$ cat src/design/tsi_defs.vh
// Constants for the two-source interrupt block
`ifndef TSI_DEFS_VH
`define TSI_DEFS_VH
`define TSI_VEC_PIN      8'h05
`define TSI_VEC_TIMER    8'h03
`define TSI_STACK_DEPTH  4
`define TSI_BANK_SAVE_W  2
`define TSI_REG_CTRL     4'h0
`define TSI_REG_STATUS   4'h1
`define TSI_REG_MASK     4'h2
`define TSI_REG_LEVEL    4'h3
`define TSI_ST_PIN       0
`define TSI_ST_TIMER     1
`define TSI_ST_OVERFLOW  2
`define TSI_EV_W         3
`endif

$ cat src/design/tsi_irq_block.v
// Two-source interrupt controller top
`timescale 1ns/1ps
`include "tsi_defs.vh"
module tsi_irq_block #(
  parameter BANK_W = 4,
  parameter VEC_W  = 8
) (
  input  wire              i_clk_sys,
  input  wire              i_reset_n,
  input  wire              i_ce_reset,
  input  wire              i_clock_stop,
  input  wire              i_halt,
  input  wire              i_external_irq_pin,
  input  wire              i_timer_req,
  input  wire              i_enable_irq_instr,
  input  wire              i_disable_irq_instr,
  input  wire              i_irq_return_instr,
  input  wire              i_ack_allowed,
  input  wire              i_bank_wr,
  input  wire [BANK_W-1:0] i_bank_wdata,
  input  wire              i_index_enable_wr,
  input  wire              i_index_enable_wdata,
  input  wire [3:0]        i_addr,
  input  wire [3:0]        i_wdata,
  input  wire              i_wr,
  input  wire              i_rd,
  output reg  [3:0]        o_rdata,
  output wire              o_irq_ack,
  output reg  [VEC_W-1:0]  o_vector_ff,
  output reg               o_vector_load_ff,
  output reg  [BANK_W-1:0] o_bank_ff,
  output reg               o_index_enable_flag_ff,
  output wire              o_irq
);
  // Control register bits: [0] pin permit, [1] timer permit, [2] clear pin req, [3] clear timer
  reg        pin_sync1_ff;
  reg        pin_sync2_ff;
  reg        pin_prev_ff;
  reg        pin_request_flag_ff;
  reg        timer_request_flag_ff;
  reg        pin_permit_flag_ff;
  reg        timer_permit_flag_ff;
  reg        global_irq_enable_ff;
  reg        ei_pending_ff;
  reg  [`TSI_EV_W-1:0] status_ff;
  reg  [`TSI_EV_W-1:0] mask_ff;
  reg  [`TSI_EV_W-1:0] nxt_status;
  reg  [3:0] nxt_rdata;
  wire       soft_reset;
  wire       pin_rise;
  wire       ctrl_wr;
  wire       clr_pin_op;
  wire       clr_timer_op;
  wire       clr_busy;
  wire       pin_ready;
  wire       timer_ready;
  wire       ack_pin;
  wire       ack_timer;
  wire [`TSI_BANK_SAVE_W:0] stack_top;
  wire [2:0] stack_level;
  wire       stack_overflow;

  // CE reset and clock stop act like a reset on the enables
  assign soft_reset = i_ce_reset | i_clock_stop;

  // Edge taken between two synchronised samples only
  always @(posedge i_clk_sys or negedge i_reset_n) begin
    if (!i_reset_n) begin
      pin_sync1_ff <= 1'b0;
      pin_sync2_ff <= 1'b0;
      pin_prev_ff  <= 1'b0;
    end else begin
      pin_sync1_ff <= i_external_irq_pin;
      pin_sync2_ff <= pin_sync1_ff;
      pin_prev_ff  <= pin_sync2_ff;
    end
  end
  // Pin edge is one of exactly two sources
  assign pin_rise = pin_sync2_ff & ~pin_prev_ff;

  assign ctrl_wr      = i_wr & (i_addr == `TSI_REG_CTRL);
  assign clr_pin_op   = ctrl_wr & i_wdata[2];
  assign clr_timer_op = ctrl_wr & i_wdata[3];
  assign clr_busy     = clr_pin_op | clr_timer_op;

  assign pin_ready   = pin_permit_flag_ff & pin_request_flag_ff & global_irq_enable_ff;
  assign timer_ready = timer_permit_flag_ff & timer_request_flag_ff & global_irq_enable_ff;
  // Pin wins; no acknowledge during a request-clear operation
  assign ack_pin   = pin_ready & i_ack_allowed & ~clr_busy;
  assign ack_timer = timer_ready & ~pin_ready & i_ack_allowed & ~clr_busy;
  assign o_irq_ack = ack_pin | ack_timer;

  // Only the peripheral sets; the acknowledge or a software clear write clears
  always @(posedge i_clk_sys or negedge i_reset_n) begin
    if (!i_reset_n) begin
      pin_request_flag_ff   <= 1'b0;
      timer_request_flag_ff <= 1'b0;
    end else begin
      // Held until acknowledge or software clear; a new edge wins
      if (pin_rise)
        pin_request_flag_ff <= 1'b1;
      else if (ack_pin | clr_pin_op)
        pin_request_flag_ff <= 1'b0;
      if (i_timer_req)
        timer_request_flag_ff <= 1'b1;
      else if (ack_timer | clr_timer_op)
        timer_request_flag_ff <= 1'b0;
    end
  end

  // One write sets any combination of both permit flags
  always @(posedge i_clk_sys or negedge i_reset_n) begin
    if (!i_reset_n) begin
      pin_permit_flag_ff   <= 1'b0;
      timer_permit_flag_ff <= 1'b0;
    end else if (soft_reset) begin
      // Disabled after CE reset and clock stop
      pin_permit_flag_ff   <= 1'b0;
      timer_permit_flag_ff <= 1'b0;
    end else if (ctrl_wr & ~i_halt) begin
      pin_permit_flag_ff   <= i_wdata[0];
      timer_permit_flag_ff <= i_wdata[1];
    end
    // Halt leaves the permit flags untouched
  end

  // Enable takes effect one cycle later, disable at once
  always @(posedge i_clk_sys or negedge i_reset_n) begin
    if (!i_reset_n) begin
      global_irq_enable_ff <= 1'b0;
      ei_pending_ff        <= 1'b0;
    end else if (soft_reset | i_disable_irq_instr | o_irq_ack) begin
      global_irq_enable_ff <= 1'b0;
      ei_pending_ff        <= 1'b0;
    end else begin
      ei_pending_ff <= i_enable_irq_instr;
      if (ei_pending_ff)
        global_irq_enable_ff <= 1'b1;
    end
  end

  // Acknowledge hands the vector to the program counter
  always @(posedge i_clk_sys or negedge i_reset_n) begin
    if (!i_reset_n) begin
      o_vector_ff      <= {VEC_W{1'b0}};
      o_vector_load_ff <= 1'b0;
    end else begin
      o_vector_load_ff <= o_irq_ack;
      if (ack_pin)
        o_vector_ff <= `TSI_VEC_PIN;
      else if (ack_timer)
        o_vector_ff <= `TSI_VEC_TIMER;
    end
  end

  // Four levels; overflow drops the oldest; bank[1:0] and index enable
  tsi_save_stack #(
    .DEPTH (`TSI_STACK_DEPTH),
    .W     (`TSI_BANK_SAVE_W + 1)
  ) u_nested_save_stack (
    .i_clk_sys  (i_clk_sys),
    .i_reset_n  (i_reset_n),
    .i_push     (o_irq_ack),
    .i_pop      (i_irq_return_instr & ~o_irq_ack),
    .i_data     ({o_index_enable_flag_ff, o_bank_ff[`TSI_BANK_SAVE_W-1:0]}),
    .o_top      (stack_top),
    .o_level    (stack_level),
    .o_overflow (stack_overflow)
  );

  // System register bits: upper bank bits are not saved and stay on return
  always @(posedge i_clk_sys or negedge i_reset_n) begin
    if (!i_reset_n) begin
      o_bank_ff              <= {BANK_W{1'b0}};
      o_index_enable_flag_ff <= 1'b0;
    end else if (o_irq_ack) begin
      o_bank_ff              <= {BANK_W{1'b0}};
      o_index_enable_flag_ff <= 1'b0;
    end else if (i_irq_return_instr) begin
      o_bank_ff[`TSI_BANK_SAVE_W-1:0] <= stack_top[`TSI_BANK_SAVE_W-1:0];
      o_index_enable_flag_ff          <= stack_top[`TSI_BANK_SAVE_W];
    end else begin
      if (i_bank_wr)
        o_bank_ff <= i_bank_wdata;
      if (i_index_enable_wr)
        o_index_enable_flag_ff <= i_index_enable_wdata;
    end
  end

  // Sticky event status; a new event wins over a write-one clear
  always @* begin
    nxt_status = status_ff;
    if (i_wr & (i_addr == `TSI_REG_STATUS))
      nxt_status = status_ff & ~i_wdata[`TSI_EV_W-1:0];
    nxt_status[`TSI_ST_PIN]      = nxt_status[`TSI_ST_PIN] | ack_pin;
    nxt_status[`TSI_ST_TIMER]    = nxt_status[`TSI_ST_TIMER] | ack_timer;
    nxt_status[`TSI_ST_OVERFLOW] = nxt_status[`TSI_ST_OVERFLOW] | stack_overflow;
  end

  always @(posedge i_clk_sys or negedge i_reset_n) begin
    if (!i_reset_n) begin
      status_ff <= {`TSI_EV_W{1'b0}};
      mask_ff   <= {`TSI_EV_W{1'b0}};
    end else begin
      status_ff <= nxt_status;
      if (i_wr & (i_addr == `TSI_REG_MASK))
        mask_ff <= i_wdata[`TSI_EV_W-1:0];
    end
  end

  assign o_irq = |(status_ff & mask_ff);

  // Read data valid the cycle after the strobe, zero otherwise
  always @* begin
    nxt_rdata = 4'h0;
    case (i_addr)
      `TSI_REG_CTRL:   nxt_rdata = {timer_request_flag_ff, pin_request_flag_ff,
                                    timer_permit_flag_ff, pin_permit_flag_ff};
      `TSI_REG_STATUS: nxt_rdata = {1'b0, status_ff};
      `TSI_REG_MASK:   nxt_rdata = {1'b0, mask_ff};
      `TSI_REG_LEVEL:  nxt_rdata = {global_irq_enable_ff, stack_level};
      default:         nxt_rdata = 4'h0;
    endcase
  end

  always @(posedge i_clk_sys or negedge i_reset_n) begin
    if (!i_reset_n)
      o_rdata <= 4'h0;
    else if (i_rd)
      o_rdata <= nxt_rdata;
    else
      o_rdata <= 4'h0;
  end
endmodule

$ cat src/design/tsi_save_stack.v
// Nested save stack for bank and index-enable bits
`timescale 1ns/1ps
`include "tsi_defs.vh"
module tsi_save_stack #(
  parameter DEPTH = `TSI_STACK_DEPTH,
  parameter W     = `TSI_BANK_SAVE_W + 1
) (
  input  wire         i_clk_sys,
  input  wire         i_reset_n,
  input  wire         i_push,
  input  wire         i_pop,
  input  wire [W-1:0] i_data,
  output reg  [W-1:0] o_top,
  output reg  [2:0]   o_level,
  output wire         o_overflow
);
  reg [W-1:0] entry_ff [0:DEPTH-1];
  reg [2:0]   level_ff;
  integer     k;

  assign o_overflow = i_push & (level_ff == DEPTH);

  always @* begin
    o_top   = entry_ff[0];
    o_level = level_ff;
  end

  // Entry 0 is the newest; a push at full depth shifts the oldest out
  always @(posedge i_clk_sys or negedge i_reset_n) begin
    if (!i_reset_n) begin
      level_ff <= 3'h0;
      for (k = 0; k < DEPTH; k = k + 1)
        entry_ff[k] <= {W{1'b0}};
    end else if (i_push) begin
      entry_ff[0] <= i_data;
      for (k = 1; k < DEPTH; k = k + 1)
        entry_ff[k] <= entry_ff[k-1];
      if (level_ff != DEPTH)
        level_ff <= level_ff + 3'h1;
    end else if (i_pop) begin
      for (k = 0; k < DEPTH - 1; k = k + 1)
        entry_ff[k] <= entry_ff[k+1];
      entry_ff[DEPTH-1] <= {W{1'b0}};
      if (level_ff != 3'h0)
        level_ff <= level_ff - 3'h1;
    end
  end
endmodule

$ cat config.mk
export PLATFORM = sky130hd
export DESIGN_NAME = tsi_irq_block
export DESIGN_NICKNAME = d
export VERILOG_FILES = /design/src/design/tsi_irq_block.v /design/src/design/tsi_save_stack.v
export VERILOG_INCLUDE_DIRS = /design/src /design/src/design
export SDC_FILE = /design/constraint.sdc
export NUM_CORES = 1
export LEC_CHECK = 0
export ABC_CLOCK_PERIOD_IN_PS = 7000
export BUFFER_PORTS_ARGS = -buffer_cell sky130_fd_sc_hd__buf_2
export CAP_MARGIN = 25
export CORE_UTILIZATION = 52
export CTS_BUF_LIST = sky130_fd_sc_hd__clkbuf_16
export DETAILED_ROUTE_END_ITERATION = 7
export PLACE_DENSITY = 0.88
export SLEW_MARGIN = 20
export SYNTH_ARGS = -nofsm -noshare
export SYNTH_HDL_FRONTEND = slang
export SYNTH_SLANG_ARGS = --single-unit
export TNS_END_PERCENT = 50
$ cat constraint.sdc
create_clock -name i_clk_sys -period 7 [get_ports i_clk_sys]
set_input_delay 1.75 -clock i_clk_sys [delete_from_list [all_inputs] [get_ports i_clk_sys]]
set_output_delay 1.75 -clock i_clk_sys [all_outputs]
set_load 0.05 [all_outputs]
# After elaboration in Yosys (flattened, before gate mapping)
# Cells that the tools add are included.
word_totals:
  ram_bits: 0
  out_inout_bits: 20
  word_cells: 111
  mem_bits_ro: 0
  register_bits: 48
  n_memories: 0
  input_bits: 28
  latchBits: 0
classes:
  magnitude_cmp: 0
  eq_ne: 7
  addsub: 2
  shifts: 0
  bitwise: 36
  n_mul: 0
  n_reduce_logical: 15
  n_mux: 29
  div: 0
op_table:
  columns: ["op", "count"]
  rows:
  - ["two-way mux 12 bit", 2]
  - ["AND 1 bit", 18]
  - ["two-way mux 8 bit", 2]
  - ["case mux 4 bit (4 select lines)", 1]
  - ["nonzero test 2 bit", 8]
  - ["two-way mux 3 bit", 5]
  - ["two-way mux 1 bit", 14]
  - ["two-way mux 4 bit", 3]
  - ["OR 1 bit", 10]
  - ["nonzero test 3 bit", 3]
  - ["equality test 4 x 2 -> 1 bit (second input constant)", 2]
  - ["AND 3 bit", 2]
  - ["NOT 1 bit", 5]
  - ["equality test 4 x 1 -> 1 bit (second input constant)", 1]
  - ["zero test 4 bit", 1]
  - ["two-way mux 2 bit", 2]
  - ["!= test 2 x 1 -> 1 bit (second input constant)", 2]
  - ["adder 3 x 1 -> 3 bit (second input constant)", 1]
  - ["equality test 3 bit (second input constant)", 1]
  - ["!= test 3 bit (second input constant)", 1]
  - ["NOT 3 bit", 1]
  - ["AND reduction 3 bit", 1]
  - ["OR reduction 3 bit", 1]
  - ["subtractor 3 x 1 -> 3 bit (second input constant)", 1]
  - ["AND reduction 2 bit", 1]

# Longest topological paths before layout
# Gate-level depths: netlist (run 1).
depth:
  depth_word: 11
  mapped_depth: 11
  ltp_nobuf: 8

# Cells and area by module
# From an unflattened synthesis (run 1), not the netlist that was laid out.
unflattened:
  hier_cells: 193
  hier_area_um2: 2063.2
by_module_without_submodules:
  columns: ["mod", "seq_area_each_um2", "instances", "cells_each", "area_per_inst_um2"]
  rows:
  - ["tsi_irq_block", 700.7, 1, 115, 1302.5]
  - ["tsi_save_stack", 375.4, 1, 78, 760.7]

# Worst setup path before layout (run 1)
# Ideal clock, no wire load.
synth_timing:
  path_kind: "input to output"
  start: "in i_addr[0]"
  end: "out o_irq_ack"
  path_buffers: 3
  arrival_time_ns: 3.127
  path_stages: 6
  required_ns: 5.250
  path_slack_ns: 2.123
  path_cell_list: "buf_6 or3_1 buf_2 o311ai_4 inv_2 clkbuf_1"
synth_between:
  elab_chain_len: 7
  elab_cells_between_ends: 9
  cone_classes: "8 x bitwise; 1 x reduce/logical"
synth_rtl:
  columns: ["element", "line", "text"]
  rows:
  - ["start: declaration", "tsi_irq_block.v:23", "input wire [3:0] i_addr,"]
  - ["zero test 4 bit *", null, null]
  - ["AND 1 bit *", "tsi_irq_block.v:81", "assign ctrl_wr = i_wr & (i_addr == `TSI_REG_CTRL);"]
  - ["AND 1 bit (on tied branches)", "tsi_irq_block.v:82, tsi_irq_block.v:83", null]
  - ["OR 1 bit *", "tsi_irq_block.v:84", "assign clr_busy = clr_pin_op | clr_timer_op;"]
  - ["NOT 1 bit *", "tsi_irq_block.v:89, tsi_irq_block.v:90", null]
  - ["AND 1 bit (on tied branches)", "tsi_irq_block.v:89, tsi_irq_block.v:90", null]
  - ["OR 1 bit *", "tsi_irq_block.v:91", "assign o_irq_ack = ack_pin | ack_timer;"]
  - ["end: declaration", "tsi_irq_block.v:28", "output wire o_irq_ack,"]
# Mark *: on every way between the ends. The rest lies on a longest branch, timed or not.

# Worst setup path in the final report (run 1)
# Same ends and word-level chain as after synthesis.

==> results.toml, run 1 <==
[grt]
antenna_found_initial = 0
grtUsageTotal_pct = 22.1
grt_pass1_wl_um = 6870
first_global_vias = 1441
grt_max_degree = 44
grt-ovfl-total = 0

[power]
power_density_nw_per_um2 = 255
leakagePower_nw = 1.24
peakVddDrop_uv = 197

[setup_path]
r2r_cells = 8
crit_path_end_kind = "primary output"
r2r_start = "timer_permit_flag_ff"
r2r_end = "u_nested_save_stack.o_level[2]"
startpoint = "i_addr[0]"
cp_max_fo = 35
critPathKind = "in -> out"
worstPathArrival_ns = 3.70
crit_required_ns = 5.25
crit_end = "o_irq_ack"
r2r_setup_slack_ns = 4.33
start_kind = "input pin"

[logic_synthesis]
synth_top_flop_cell = "dfrtp_1"
synth_warnings = 0
synth_seq_cells = 43
netlist_instances = 193
async_flop_share_pct = 100
ys_types = 41
synth.yosys.seq_area_share_pct = 52.2
synth_area_um2 = 2060
syn_area_per_cell_um2 = 10.7
synth_edf_count = 0

[clock_network]
clk_pin_slew_ns = 0.05
ctsHoldBuffers = 0
cts_setup_buffers = 0
clock_latency_ns = 0.28
post_cts_resized = 0
cts_max_path_buffers = 2
clockRootBuffer = "clkbuf_16"
cts_max_level = 2
cts_buffers = 5
cts.sinks = 43
tritoncts = "built"

[final_layout]
synthToLayoutAreaGrowth_pct = 16.1
num-nets-final = 259
diodes = 0
fin_cells = 279
layout-drive-gt1-share_pct = 25.5

[timing]
fin_setup_tns_ns = 0
fmax_ghz = 0.183
rsz0062_at_grt = "false"
relSlewSlack_pct = 40.6
hold_violations = 0
maxSlewViolCount = 0
clock_skew_ns = 0.00367
tightest_slew_ns = 0.891
fin_crit_ns = 5.45
setup_viol = 0
fin_crit_sh_pct = 77.9

[run]
cap_violations = 0

[floorplanning]
die_area_um2 = 4220
fp.dieH_um = 65.0
rows = 22
boundaryPins = 48
start_util_pct = 55.1
dieWidth_um = 65.0
coreArea_um2 = 3740

[route]
drc = 0
vias = 1567
drt_wl_total_um = 4040
drt_iter0_markers = 113
viasPerCell = 5.62
ant_nets = 0
dr.pass1.iters = 4
wl_per_cell_um = 14.5

[status]
outcome = "finished, final reports clean"

[placement]
placed_cells = 271
post-dp-hpwl_um = 2830
io_buffers = 42
place_congestion = 0.879

[min_path]
hold_class = "reg -> reg"
-- area by class of cell --
type | count | area (µm²)
clock inverter | 3 | 11.3
multi-input combinational | 133 | 895
timing repair buffer | 42 | 210
tap | 48 | 60.1
fill | 309 | 1350
inverter | 5 | 18.8
clock buffer | 5 | 125
sequential | 43 | 1080
-- power by group --
part           switching (mW)  internal (mW)
clock network          0.0845          0.128
registers              0.0244          0.266
logic                  0.0620         0.0462
-- routing by layer --
layer / track usage [%] / wire length [µm] / part of all wire [%] / vias to the layer above
met5: 0 / 0 / 0 / -
met4: 7.50 / 70 / 1.7 / 0
met3: 5.63 / 263 / 6.5 / 8
met2: 35.8 / 1960 / 49 / 63
met1: 28.6 / 1740 / 43 / 756
li1: - / - / - / 740
-- state kept, by name, indices dropped and copies added (netlist names) --
register / count
ei_pending_ff: 1
o_vector_load_ff: 1
u_nested_save_stack.o_level: 3
pin_sync1_ff: 1
o_rdata: 4
pin_permit_flag_ff: 1
timer_request_flag_ff: 1
pin_sync2_ff: 1
mask_ff: 3
pin_request_flag_ff: 1
u_nested_save_stack.o_top: 3
o_index_enable_flag_ff: 1
status_ff: 3
o_vector_ff: 3
o_bank_ff: 4
u_nested_save_stack.entry_ff: 9
global_irq_enable_ff: 1
pin_prev_ff: 1
timer_permit_flag_ff: 1
-- worst min-delay path by stage --
stage,start,endpoint,slack (ns),cells past startpoint
6_report,pin_sync1_ff,pin_sync2_ff,0.38,0
5_1_grt,pin_sync1_ff,pin_sync2_ff,0.39,0
4_1_cts,pin_sync1_ff,pin_sync2_ff,0.38,0
3_5_place_dp,pin_sync1_ff,pin_sync2_ff,0.37,0
3_3_place_gp,pin_sync1_ff,pin_sync2_ff,0.34,0
2_1_floorplan,pin_sync1_ff,pin_sync2_ff,0.33,0
-- cell usage in the layout (no fill, tap or decap), types with 3 or more instances in the layout --
master     instances
mux2_2             3
nor3_1             8
or3_1              3
a21oi_1            5
nand3b_1           3
dfrtp_1           43
nor2_1            15
inv_1              5
conb_1             5
mux4_2             3
buf_2             42
nand2_1           25
mux2i_1           17
nand2b_1           5
o21ai_0            9
clkbuf_16          5
and3_1             5
-- cells in the mapped netlist, types with 3 or more instances --
cell type | number | share of area, %
a21oi_1 | 5 | 1.2
and3_1 | 5 | 1.5
buf_4 | 5 | 1.8
clkbuf_1 | 8 | 1.5
dfrtp_1 | 43 | 52
inv_1 | 4 | 0.73
mux2_2 | 3 | 1.6
mux2i_1 | 17 | 8.2
mux4_2 | 3 | 3.3
nand2_1 | 25 | 4.5
nand2b_1 | 5 | 1.5
nand3b_1 | 3 | 1.1
nor2_1 | 15 | 2.7
nor3_1 | 8 | 1.9
o21ai_0 | 9 | 2.2
or3_1 | 3 | 0.91
-- critical path: stages --
cell	delay, ns
buf_2	0.15
or3_1	0.52
o311ai_4	0.59
inv_2	0.37
buf_2	0.32
-- logic make-up after synthesis --
family                     Yosys count  synth area share (%)
and+or+nand+nor                     71                  16.7
DFF                                 43                  52.2
AOI/OAI and AO/OA                   32                  11.6
muxes                               23                  13.2
buffers and inverters               21                  5.22
adders and majority gates            1                 0.606
other                                1                 0.182
xor gates and xnor gates             1                 0.425
-- through the flow --
stage | hold slack (ns) | setup slack, ns | util [%] | power [mW] | instance area [µm²]
floorplan | 0.331 | 2.12 | - | 0.369 | 2080
global placement | 0.337 | 1.62 | 60.4 | 0.394 | 2260
detailed placement | 0.366 | 1.58 | 60.4 | 0.399 | 2260
CTS | 0.378 | 1.58 | 64.0 | 0.615 | 2400
global route | 0.392 | 1.43 | 64.0 | 0.641 | 2400
finish | 0.377 | 1.55 | 64.0 | 0.612 | 2400
No activity file was read; power rests on OpenSTA's default activity.
==> run 2: changes to the inputs <==
Settings changed: ABC_CLOCK_PERIOD_IN_PS 7000 to 4600, CORE_UTILIZATION 52 to 48, PLACE_DENSITY 0.88 to 0.86.
Clock period 7 ns to 4.6 ns, I/O delays scaled along.
==> results.toml, run 2 (synthesis results as in run 1) <==
[status]
outcome = "finished, final reports clean"

[floorplanning]
boundaryPins = 48
start_util_pct = 50.8
coreArea_um2 = 4060
fp.dieH_um = 67.6
die_area_um2 = 4560
rows = 23
dieWidth_um = 67.6

[clock_network]
tritoncts = "built"
clk_pin_slew_ns = 0.05
ctsHoldBuffers = 0
clockRootBuffer = "clkbuf_16"
cts_buffers = 5
post_cts_resized = 0
clock_latency_ns = 0.28
cts.sinks = 43
cts_max_path_buffers = 2
cts_max_level = 2
cts_setup_buffers = 0

[route]
drt_iter0_markers = 224
ant_nets = 0
viasPerCell = 5.62
drt_wl_total_um = 4250
dr.pass1.iters = 4
wl_per_cell_um = 15.1
vias = 1584
drc = 0

[timing]
relSlewSlack_pct = 60.0
fin_crit_ns = 3.91
fin_crit_sh_pct = 85.0
fmax_ghz = 0.256
fin_setup_tns_ns = 0
rsz0062_at_grt = "false"
maxSlewViolCount = 0
setup_viol = 0
clock_skew_ns = 0.00539
fin_ws_ns = 0.689
hold_violations = 0
tightest_slew_ns = 0.592

[grt]
grt_pass1_wl_um = 7070
grt_max_degree = 44
grt-ovfl-total = 0
antenna_found_initial = 0
grtUsageTotal_pct = 21.4
first_global_vias = 1500

[setup_path]
critPathKind = "in -> out"
worstPathArrival_ns = 2.76
crit_path_end_kind = "primary output"
cpMostUsedCell = "buf_2"
start_kind = "input pin"
cp_max_fo = 35
crit_chain = "buf_2 -> or3_1 -> o311ai_4 -> inv_2 -> buf_2"
crit_required_ns = 3.45
crit_slowest_cell = "or3_1"
crit_family = "buffers and inverters"
critPathBufInv = 3
critPathMaxStageDelay_ns = 0.52

[placement]
io_buffers = 42
placed_cells = 274
place_congestion = 0.844
post-dp-hpwl_um = 2930
dp_slack_ns = 0.718

[final_layout]
seq_area_um2 = 1080
layout_commonest_cell = "dfrtp_1"
num-nets-final = 261
largest_registers = "u_nested_save_stack.entry_ff (9), o_bank_ff (4), o_rdata (4)"
layout-drive-gt1-share_pct = 26.7
layout_common_cells = "dfrtp_1 (43), buf_2 (42), nand2_1 (25), mux2i_1 (17), nor2_1 (15)"
fin_cells = 282
synthToLayoutAreaGrowth_pct = 17.5
largest_reg_flops = 9
top_register = "u_nested_save_stack.entry_ff"
multi_input_area_um2 = 895
final_core_util_pct = 59.7
diodes = 0
fill_cells = 344

[power]
leakagePower_nw = 1.25
power_frac_comb_pct = 17.4
clkPwrFrac_pct = 35.5
internal_power_mw = 0.671
power_density_nw_per_um2 = 387
pwr-share-seq_pct = 47.1
peakVddDrop_uv = 206
p_sw_mw = 0.267
p_sw_share_pct = 28.5

[min_path]
hold_class = "reg -> reg"

[run]
cap_violations = 0
[run 2: cell type report]
type	count	area share (%)
well taps	50	2.58
inverters	5	0.774
flip-flops and latches	43	44.4
repair buffers	44	9.81
clock buffers	5	5.16
multi-input cells	133	36.9
clock inverters	2	0.361
[run 2: worst reg2reg max path: stages, from the launching register on]
cell,delay [ns]
dfrtp_1,0.43
a22o_1,0.24
o311ai_4,0.13
inv_2,0.40
xnor2_1,0.13
ha_1,0.25
or3b_2,0.47
a22oi_1,0.17
a211oi_1,0.09
[run 2: per-layer routing]
metal	wire, µm	share of wire, %	global-route usage, %	vias to the layer above
met5	0	0	0	-
met4	118	2.8	10.1	0
met3	261	6.1	6.25	13
met2	2050	48	31.6	57
met1	1810	43	28.8	772
li1	-	-	-	742
[run 2: final timing paths]
check / from / to / slack (ns) / cells past startpoint
max in group asynchronous: i_reset_n / u_nested_save_stack.entry_ff[6] / 3.43 / 2
min: pin_sync1_ff / pin_sync2_ff / 0.35 / 0
min reg2reg: pin_sync1_ff / pin_sync2_ff / 0.35 / 0
max reg2reg: timer_permit_flag_ff / u_nested_save_stack.o_level[2] / 2.17 / 8
max: i_addr[0] / o_irq_ack / 0.69 / 5
min in group asynchronous: i_reset_n / o_vector_ff[1] / 0.73 / 1
[run 2: per-stage QoR]
step / power, mW / instance area [µm²] / hold slack, ns
4_1_cts: 0.940 / 2400 / 0.348
3_3_place_gp: 0.599 / 2270 / 0.341
2_1_floorplan: 0.561 / 2080 / 0.331
5_1_grt: 0.983 / 2420 / 0.360
6_report: 0.938 / 2420 / 0.347
3_5_place_dp: 0.606 / 2270 / 0.336
[run 2: power groups by stage]
stage	clock (mW)	combinational [mW]	sequential (mW)
after floorplan	0	0.113	0.448
after global placement	0	0.155	0.443
after detailed placement	0	0.160	0.446
after CTS	0.337	0.162	0.441
after global routing	0.356	0.181	0.446
final	0.333	0.163	0.441
